--- config.mk ---
export PLATFORM = sky130hd
export DESIGN_NAME = nv_access_ctrl
export DESIGN_NICKNAME = d
export VERILOG_FILES = /design/src/pkg/nv_pkg.sv /design/src/design/nv_access_ctrl.sv
export SDC_FILE = /design/constraint.sdc
export NUM_CORES = 2
export LEC_CHECK = 0
export BUFFER_PORTS_ARGS = -buffer_cell sky130_fd_sc_hd__buf_2
export CAP_MARGIN = 20
export CELL_PAD_IN_SITES_DETAIL_PLACEMENT = 1
export CELL_PAD_IN_SITES_GLOBAL_PLACEMENT = 1
export CORE_UTILIZATION = 30
export CTS_CLUSTER_DIAMETER = 100
export DETAILED_ROUTE_END_ITERATION = 6
export PLACE_DENSITY_LB_ADDON = 0.05
export SYNTH_ARGS = -nofsm -noshare
export SYNTH_HDL_FRONTEND = slang
export SYNTH_SLANG_ARGS = --single-unit
--- constraint.sdc ---
create_clock -name clk_i -period 5.1 [get_ports clk_i]
set_input_delay 0 -clock clk_i [delete_from_list [all_inputs] [get_ports clk_i]]
set_output_delay 0 -clock clk_i [all_outputs]
set_load 0.02 [all_outputs]
--- src/pkg/nv_pkg.sv ---
// Constants shared by the nonvolatile access controller.
// Assumes a 200 MHz system clock and an AXI4-Lite master.
package nv_pkg;
    localparam int unsigned CLK_FREQ_MHZ  = 200;
    localparam int unsigned WRITE_TIME_US = 4000;
    localparam int unsigned WRITE_CYCLES  = WRITE_TIME_US * CLK_FREQ_MHZ;
    localparam int unsigned PWRT_TIME_US  = 64000;
    localparam int unsigned PWRT_CYCLES   = PWRT_TIME_US * CLK_FREQ_MHZ;

    localparam logic [7:0] OFS_CONTROL = 8'h00;
    localparam logic [7:0] OFS_UNLOCK  = 8'h04;
    localparam logic [7:0] OFS_DATA    = 8'h08;
    localparam logic [7:0] OFS_ADDRESS = 8'h0c;
    localparam logic [7:0] OFS_FLAGS   = 8'h10;

    localparam int unsigned CTL_SPACE  = 7;
    localparam int unsigned CTL_CONFIG = 6;
    localparam int unsigned CTL_ERASE  = 4;
    localparam int unsigned CTL_ABORT  = 3;
    localparam int unsigned CTL_PERMIT = 2;
    localparam int unsigned CTL_WGO    = 1;
    localparam int unsigned CTL_RGO    = 0;

    localparam int unsigned FLG_DONE   = 0;
    localparam int unsigned FLG_PWRT   = 1;
    localparam int unsigned FLG_BUSY   = 2;

    localparam logic [7:0] KEY_FIRST   = 8'h55;
    localparam logic [7:0] KEY_SECOND  = 8'haa;
    localparam logic [7:0] RST_BYTE    = 8'h00;

    localparam logic [1:0] RESP_OKAY   = 2'h0;
    localparam logic [1:0] RESP_SLVERR = 2'h2;

    typedef enum logic [2:0] {
        SEL_CONTROL, SEL_UNLOCK, SEL_DATA, SEL_ADDRESS, SEL_FLAGS, SEL_NONE
    } reg_sel_t;
    typedef enum logic [1:0] { UNL_IDLE, UNL_KEY1, UNL_ARMED } unlock_t;
    typedef enum logic { WR_IDLE, WR_BUSY } wr_state_t;
endpackage

--- src/design/nv_access_ctrl.sv ---
// Nonvolatile byte array access controller with AXI4-Lite register slave.
// Assumes single clock, synchronous reset as power-on, warm reset from logic.
//
// Local design decisions: the AXI4-Lite register port and the address map.
`timescale 1ns/1ps
module nv_access_ctrl #(
    parameter int unsigned WRITE_CYCLES = nv_pkg::WRITE_CYCLES,
    parameter int unsigned PWRT_CYCLES  = nv_pkg::PWRT_CYCLES
) (
    input  wire logic        clk_i,
    input  wire logic        rst_i,
    input  wire logic        warm_rst_i,
    input  wire logic [7:0]  s_axi_awaddr_i,
    input  wire logic        s_axi_awvalid_i,
    output logic             s_axi_awready_o,
    input  wire logic [31:0] s_axi_wdata_i,
    input  wire logic [3:0]  s_axi_wstrb_i,
    input  wire logic        s_axi_wvalid_i,
    output logic             s_axi_wready_o,
    output logic [1:0]       s_axi_bresp_o,
    output logic             s_axi_bvalid_o,
    input  wire logic        s_axi_bready_i,
    input  wire logic [7:0]  s_axi_araddr_i,
    input  wire logic        s_axi_arvalid_i,
    output logic             s_axi_arready_o,
    output logic [31:0]      s_axi_rdata_o,
    output logic [1:0]       s_axi_rresp_o,
    output logic             s_axi_rvalid_o,
    input  wire logic        s_axi_rready_i,
    output logic             write_busy_o
);

    function automatic nv_pkg::reg_sel_t reg_sel(input logic [7:0] a);
        if (a == nv_pkg::OFS_CONTROL) begin
            return nv_pkg::SEL_CONTROL;
        end else if (a == nv_pkg::OFS_UNLOCK) begin
            return nv_pkg::SEL_UNLOCK;
        end else if (a == nv_pkg::OFS_DATA) begin
            return nv_pkg::SEL_DATA;
        end else if (a == nv_pkg::OFS_ADDRESS) begin
            return nv_pkg::SEL_ADDRESS;
        end else if (a == nv_pkg::OFS_FLAGS) begin
            return nv_pkg::SEL_FLAGS;
        end else begin
            return nv_pkg::SEL_NONE;
        end
    endfunction

    // Bus slave state
    logic                aw_held_q;
    logic [7:0]          awaddr_q;
    logic                w_held_q;
    logic [7:0]          wdata_q;
    logic                wstrb0_q;
    logic                bvalid_q;
    logic [1:0]          bresp_q;
    logic                rvalid_q;
    logic [31:0]         rdata_q;
    logic [1:0]          rresp_q;

    // Access control state
    logic                space_q;
    logic                config_q;
    logic                erase_q;
    logic                abort_q;
    logic                permit_q;
    logic                wgo_q;
    logic                rgo_q;
    logic [7:0]          addr_q;
    logic [7:0]          data_q;
    logic                done_q;
    logic [7:0]          mem_q [256];
    nv_pkg::unlock_t     unl_q;
    nv_pkg::wr_state_t   st_q;
    logic [31:0]         cnt_q;
    logic [31:0]         pwrt_cnt_q;
    logic                pwrt_done_q;

    // Decoding
    nv_pkg::reg_sel_t    wr_sel;
    nv_pkg::reg_sel_t    rd_sel;
    wire                 wr_fire  = aw_held_q & w_held_q & ~bvalid_q;
    wire                 wr_en    = wr_fire & wstrb0_q;
    wire                 ar_fire  = s_axi_arvalid_i & ~rvalid_q;
    wire                 busy     = (st_q == nv_pkg::WR_BUSY);
    wire                 ctrl_wr;
    wire                 launch;
    wire                 bad_go;
    wire                 rd_start;
    wire                 expire;
    wire                 to_array;
    wire                 flags_clr;
    wire [7:0]           ctrl_rd;
    wire [7:0]           flags_rd;
    wire [7:0]           rd_byte;

    assign wr_sel    = reg_sel(awaddr_q);
    assign rd_sel    = reg_sel(s_axi_araddr_i);
    assign ctrl_wr   = wr_en & (wr_sel == nv_pkg::SEL_CONTROL) & ~busy;
    // Permit taken from before this write, so one write setting both fails
    assign launch    = ctrl_wr & wdata_q[nv_pkg::CTL_WGO] & ~wgo_q
                     & (unl_q == nv_pkg::UNL_ARMED)
                     & permit_q
                     & pwrt_done_q;
    assign bad_go    = ctrl_wr & wdata_q[nv_pkg::CTL_WGO] & ~launch;
    assign rd_start  = ctrl_wr & wdata_q[nv_pkg::CTL_RGO]
                     & ~wdata_q[nv_pkg::CTL_SPACE]
                     & ~wdata_q[nv_pkg::CTL_CONFIG] & ~launch;
    assign expire    = busy & (cnt_q == 32'h0) & ~warm_rst_i;
    assign to_array  = ~space_q & ~config_q & ~erase_q;
    assign flags_clr = wr_en & (wr_sel == nv_pkg::SEL_FLAGS) & wdata_q[nv_pkg::FLG_DONE];
    assign ctrl_rd   = {space_q, config_q, 1'b0, erase_q, abort_q, permit_q, wgo_q, rgo_q};
    assign flags_rd  = {5'h00, busy, pwrt_done_q, done_q};
    assign rd_byte   = (rd_sel == nv_pkg::SEL_CONTROL) ? ctrl_rd :
                       (rd_sel == nv_pkg::SEL_DATA)    ? data_q  :
                       (rd_sel == nv_pkg::SEL_ADDRESS) ? addr_q  :
                       (rd_sel == nv_pkg::SEL_FLAGS)   ? flags_rd :
                       nv_pkg::RST_BYTE;

    assign s_axi_awready_o = ~aw_held_q;
    assign s_axi_wready_o  = ~w_held_q;
    assign s_axi_bvalid_o  = bvalid_q;
    assign s_axi_bresp_o   = bresp_q;
    assign s_axi_arready_o = ~rvalid_q;
    assign s_axi_rvalid_o  = rvalid_q;
    assign s_axi_rdata_o   = rdata_q;
    assign s_axi_rresp_o   = rresp_q;
    assign write_busy_o    = busy;

    // Write address and data are taken in either order
    always_ff @(posedge clk_i) begin
        if (rst_i) begin
            aw_held_q <= 1'b0;
            awaddr_q  <= 8'h00;
        end else if (s_axi_awvalid_i && !aw_held_q) begin
            aw_held_q <= 1'b1;
            awaddr_q  <= s_axi_awaddr_i;
        end else if (wr_fire) begin
            aw_held_q <= 1'b0;
        end
    end

    always_ff @(posedge clk_i) begin
        if (rst_i) begin
            w_held_q <= 1'b0;
            wdata_q  <= 8'h00;
            wstrb0_q <= 1'b0;
        end else if (s_axi_wvalid_i && !w_held_q) begin
            w_held_q <= 1'b1;
            wdata_q  <= s_axi_wdata_i[7:0];
            wstrb0_q <= s_axi_wstrb_i[0];
        end else if (wr_fire) begin
            w_held_q <= 1'b0;
        end
    end

    always_ff @(posedge clk_i) begin
        if (rst_i) begin
            bvalid_q <= 1'b0;
            bresp_q  <= nv_pkg::RESP_OKAY;
        end else if (wr_fire) begin
            bvalid_q <= 1'b1;
            bresp_q  <= (wr_sel == nv_pkg::SEL_NONE) ? nv_pkg::RESP_SLVERR
                                                     : nv_pkg::RESP_OKAY;
        end else if (s_axi_bready_i) begin
            bvalid_q <= 1'b0;
        end
    end

    always_ff @(posedge clk_i) begin
        if (rst_i) begin
            rvalid_q <= 1'b0;
            rdata_q  <= 32'h0000_0000;
            rresp_q  <= nv_pkg::RESP_OKAY;
        end else if (ar_fire) begin
            rvalid_q <= 1'b1;
            rdata_q  <= {24'h00_0000, rd_byte};
            rresp_q  <= (rd_sel == nv_pkg::SEL_NONE) ? nv_pkg::RESP_SLVERR
                                                     : nv_pkg::RESP_OKAY;
        end else if (s_axi_rready_i) begin
            rvalid_q <= 1'b0;
        end
    end

    // Power-up timer
    always_ff @(posedge clk_i) begin
        if (rst_i) begin
            pwrt_cnt_q  <= 32'h0;
            pwrt_done_q <= 1'b0;
        end else if (!pwrt_done_q) begin
            pwrt_cnt_q  <= pwrt_cnt_q + 32'h1;
            pwrt_done_q <= (pwrt_cnt_q >= 32'(PWRT_CYCLES) - 32'h1);
        end
    end

    // Unlock sequence tracker; the port itself stores nothing
    always_ff @(posedge clk_i) begin
        if (rst_i || warm_rst_i) begin
            unl_q <= nv_pkg::UNL_IDLE;
        end else if (wr_en) begin
            if (wr_sel != nv_pkg::SEL_UNLOCK) begin
                unl_q <= nv_pkg::UNL_IDLE;
            end else if (wdata_q == nv_pkg::KEY_FIRST) begin
                unl_q <= nv_pkg::UNL_KEY1;
            end else if (wdata_q == nv_pkg::KEY_SECOND && unl_q == nv_pkg::UNL_KEY1) begin
                unl_q <= nv_pkg::UNL_ARMED;
            end else begin
                unl_q <= nv_pkg::UNL_IDLE;
            end
        end
    end

    // Control register
    always_ff @(posedge clk_i) begin
        if (rst_i) begin
            space_q  <= 1'b0;
            config_q <= 1'b0;
            erase_q  <= 1'b0;
            abort_q  <= 1'b0;
            permit_q <= 1'b0;
            wgo_q    <= 1'b0;
            rgo_q    <= 1'b0;
        end else if (warm_rst_i) begin
            // Abort flag and selects survive for tracing
            erase_q  <= 1'b0;
            wgo_q    <= 1'b0;
            rgo_q    <= 1'b0;
        end else begin
            rgo_q <= rd_start;
            if (ctrl_wr) begin
                space_q  <= wdata_q[nv_pkg::CTL_SPACE];
                config_q <= wdata_q[nv_pkg::CTL_CONFIG];
                erase_q  <= wdata_q[nv_pkg::CTL_ERASE];
                permit_q <= wdata_q[nv_pkg::CTL_PERMIT];
                abort_q  <= wdata_q[nv_pkg::CTL_ABORT] | launch | bad_go;
                wgo_q    <= launch;
            end
            if (expire) begin
                wgo_q   <= 1'b0;
                abort_q <= 1'b0;
                erase_q <= 1'b0;
            end
        end
    end

    // Self-timed write sequencer
    always_ff @(posedge clk_i) begin
        if (rst_i || warm_rst_i) begin
            st_q  <= nv_pkg::WR_IDLE;
            cnt_q <= 32'h0;
        end else begin
            case (st_q)
                nv_pkg::WR_IDLE: begin
                    if (launch) begin
                        st_q  <= nv_pkg::WR_BUSY;
                        cnt_q <= 32'(WRITE_CYCLES) - 32'h1;
                    end
                end
                nv_pkg::WR_BUSY: begin
                    if (cnt_q == 32'h0) begin
                        st_q <= nv_pkg::WR_IDLE;
                    end else begin
                        cnt_q <= cnt_q - 32'h1;
                    end
                end
                default: begin
                    st_q <= nv_pkg::WR_IDLE;
                end
            endcase
        end
    end

    // Array: erase-then-program modelled as one overwrite at expiry
    always_ff @(posedge clk_i) begin
        if (expire && to_array) begin
            mem_q[addr_q] <= data_q;
        end
    end

    // Address and data registers
    always_ff @(posedge clk_i) begin
        if (rst_i) begin
            addr_q <= nv_pkg::RST_BYTE;
            data_q <= nv_pkg::RST_BYTE;
        end else begin
            if (rgo_q) begin
                data_q <= mem_q[addr_q];
            end
            if (wr_en && !busy && wr_sel == nv_pkg::SEL_DATA) begin
                data_q <= wdata_q;
            end
            if (wr_en && !busy && wr_sel == nv_pkg::SEL_ADDRESS) begin
                addr_q <= wdata_q;
            end
        end
    end

    // Done flag: write one clears, completion wins over a clear
    always_ff @(posedge clk_i) begin
        if (rst_i) begin
            done_q <= 1'b0;
        end else begin
            done_q <= expire | (done_q & ~flags_clr);
        end
    end

    // Independent record of the last two accepted register writes
    logic                key1_seen_q;
    logic                key2_seen_q;
    always_ff @(posedge clk_i) begin
        if (rst_i) begin
            key1_seen_q <= 1'b0;
            key2_seen_q <= 1'b0;
        end else if (wr_en) begin
            key1_seen_q <= (wr_sel == nv_pkg::SEL_UNLOCK) && (wdata_q == nv_pkg::KEY_FIRST);
            key2_seen_q <= (wr_sel == nv_pkg::SEL_UNLOCK) && (wdata_q == nv_pkg::KEY_SECOND)
                           && key1_seen_q;
        end
    end
endmodule // nv_access_ctrl

==> out/metrics.cfg <==
[global_routing]
grt_pass1_vias = 46380
global_route.usage.met3 = 0.02770
antenna_found_initial = 12
grt_first_pass_wirelength_um = 384300
use_met2 = 0.3028
gr-usage-all-layers = 0.1917
grt_overflow = 0
gr-max-usage-layer = met2
grt_max_degree = 173
met1_usage = 0.2787

[timing]
worstMarginPinSlew_ns = 1.162
hold_viol_final = 0
layout_setup_ws_ns = 1.093
fin_skew_ns = 0.04210
rsz0062_at_grt = no
relSlewSlack = 0.2201
fmax_ghz = 0.2496
tns_ns = 0
finalSetupViolations = 0
fin_crit_ns = 4.007
period_share = 0.7857
drv_slew = 0

[critical_path]
crit_path_end_kind = register
crit_path_start_kind = register
crit_end = mem_q[29][2]
arrival_ns = 4.50
cp.required_ns = 5.59
rr_worst_depth = 8
r2r_start = cnt_q[4]
cp_cell_sequence = nor4_1, and4bb_2, nor4b_4, nand4b_4, nor4_4, or3b_4, buf_12, nor2_1
crit_type = reg2reg
worstPathMaxFanout = 26
path_buf_inv = 1
cp_top_family = simple AND/OR/NAND/NOR gates
reg2reg_slack_ns = 1.09
slowest_stage = or3b_4
worst-path-stages = 8
cpPeakStageDelay_ns = 0.69
reg2reg_to = mem_q[29][2]
cp-startpoint = cnt_q[4]

[clocking]
clk_latency_ns = 0.89
cts_sinks = 2179
cts-resized-gates = 0
cts_setup_buffers = 0
clockBufferDepth = 4
clk_pin_slew_ns = 0.06
cts_tree = yes
cts_root_buffer = clkbuf_16
numCtsBuffers = 264
h-tree-depth = 5
holdBufCountCts = 64

[final_layout]
drive_above_1_share = 0.2705
fin_nets = 4961
nFillCells = 27590
area_delta_synth_final_pct = 18.76

[die]
rows = 195
die-area_mm2 = 0.2870
fp.dieW_um = 535.8
core_area_mm2 = 0.2828
pin_count = 102
start_util = 0.3022
die_h_um = 535.8

[worst_hold_path]
hp-class = in2reg

[detailed_routing]
drt_iter0_markers = 3642
finalWirelength_um = 276800
drt-pass1-iter-count = 7
drc = 0
via_per_inst = 4.980
routedWlPerCell_um = 31.30
vias = 44040
antenna_left = 0

[placement]
place_hpwl_um = 178700
pre_cts_slack_ns = 1.009
io_buffers = 48
gp_congestion = 0.7688

[pwr]
ir_drop_mv = 0.2006
power_density_mw_per_mm2 = 371.4
p_leak_nw = 31.99

[synthesis]
ys_types = 76
avgSynthCellArea_um2 = 19.59
synthFlopType = edfxtp_1
yosys.area.top_type = edfxtp_1
ys_seq_area_frac = 0.7502
synth_warnings = 0
ys_top_cells_by_area = edfxtp_1 72%, mux4_2 14%, dfxtp_1 3.1%
yosysTopAreaCellShare = 0.7196
async_flop_share = 0
synth_edf_count = 2048
synthCells = 4362
synth-seq-cells = 2179
synthesis.area_mm2 = 0.08547

[job]
max_cap_viol_count = 0

[status]
status = finished, final reports clean

Yosys cell counts (5+ instances only):
cell type	n
a31oi_1	11
buf_2	85
a211oi_1	16
a22oi_1	40
nor4_1	14
or2_2	6
edfxtp_1	2048
o31ai_1	5
buf_1	33
nand3_1	46
mux2_2	7
clkbuf_1	78
nand2_1	217
nand3b_1	6
or3_1	15
o22ai_1	25
buf_4	59
nor3_1	25
dfxtp_1	131
nand4b_1	12
a22o_1	14
mux4_2	516
nand4_1	18
o211ai_1	12
a21oi_1	79
o32ai_1	6
o21ai_0	47
inv_1	8
a221oi_1	25
or4_1	9
nor3b_1	11
o22a_1	5
mux2i_1	177
nand2b_1	14
nor2b_1	24
xnor2_1	10
nor2_1	379
and2_1	8
xor2_1	39
nor2_2	10
buf_6	8
metal layers:
layer / routed length, µm / up-vias
met5: 0 / -
met4: 6302 / 0
met3: 10350 / 311
met2: 127900 / 829
met1: 132300 / 24100
li1: - / 18800
registers in the layout, summed over array words and instances (netlist names), 8 cells and up, named ones only:
| signal | flops |
|---|---|
| mem_q | 2048 |
| awaddr_q | 8 |
| wdata_q | 8 |
| data_q | 8 |
| pwrt_cnt_q | 32 |
| s_axi_rdata_o | 8 |
| cnt_q | 32 |
| addr_q | 8 |
power by group:
group          total [mW]  internal (mW)  switching (mW)
logic               0.152         0.0643          0.0872
clock network        18.3           10.7            7.57
registers            19.3           19.3          0.0192
area by class of cell:
type,count,area (µm²),share of cell area
Tap cell,3743,4683,0.04614
Inverter,12,50.05,0.0004931
Multi-Input combinational cell,1933,20080,0.1978
Timing Repair Buffer,509,4259,0.04196
Clock buffer,332,7104,0.06999
Sequential cell,2179,64170,0.6322
Antenna cell,5,12.51,0.0001233
Clock inverter,130,1149,0.01132
worst register-to-register path: cells and delay by family, from the launching register on:
kind / cells / cell delay (ns)
simple gates: 7 / 3.02
flops: 1 / 0.34
buf+inv: 1 / 0.29
worst min-delay path by stage:
stage / from / endpoint / slack (ns) / depth (start not counted)
CTS: warm_rst_i / space_q / 0.09 / 4
finish: rst_i / pwrt_cnt_q[26] / 0.16 / 3
global placement: s_axi_rready_i / s_axi_rvalid_o / 0.19 / 2
floorplan: s_axi_rready_i / s_axi_rvalid_o / 0.10 / 1
detailed placement: s_axi_rready_i / s_axi_rvalid_o / 0.20 / 2
global route: rst_i / pwrt_cnt_q[28] / 0.16 / 3
per-stage QoR:
stage / cell area, µm² / power (mW) / instances / utilization / hold slack [ns]
2_1_floorplan: 85560 / 19.75 / 4387 / - / 0.1001
3_3_place_gp: 92540 / 19.78 / 8309 / 0.3273 / 0.1918
3_5_place_dp: 92570 / 19.78 / 8310 / 0.3274 / 0.2010
4_1_cts: 101500 / 38.25 / 8836 / 0.3588 / 0.09080
5_1_grt: 101500 / 38.83 / 8840 / 0.3589 / 0.1554
6_report: 101500 / 37.70 / 8843 / 0.3590 / 0.1558
cells by family after synthesis:
logic type                 count (synthesis)  share of synthesized area
buffers and inverters                    275                    0.01662
other                                      1                 0.00004388
adders and majority gates                  2                  0.0002927
muxes                                    700                     0.1576
AOI/OAI and AO/OA                        309                    0.02405
xor gates and xnor gates                  49                   0.005021
DFF                                     2179                     0.7502
and+or+nand+nor                          847                    0.04611
cells in the final DEF, fill, tap and decap left out, types with 26 or more instances in the layout:
cell type	n
a21oi_1	79
a22oi_1	40
buf_12	30
buf_2	47
buf_4	367
clkbuf_1	55
clkbuf_16	274
clkinv_1	52
clkinv_2	39
conb_1	26
dfxtp_1	117
dlygate4sd3_1	64
edfxtp_1	2048
mux2i_1	177
mux4_2	516
nand2_1	217
nand3_1	45
nor2_1	379
o21ai_0	47
xor2_1	39
Power figures use the tool's default switching activity.
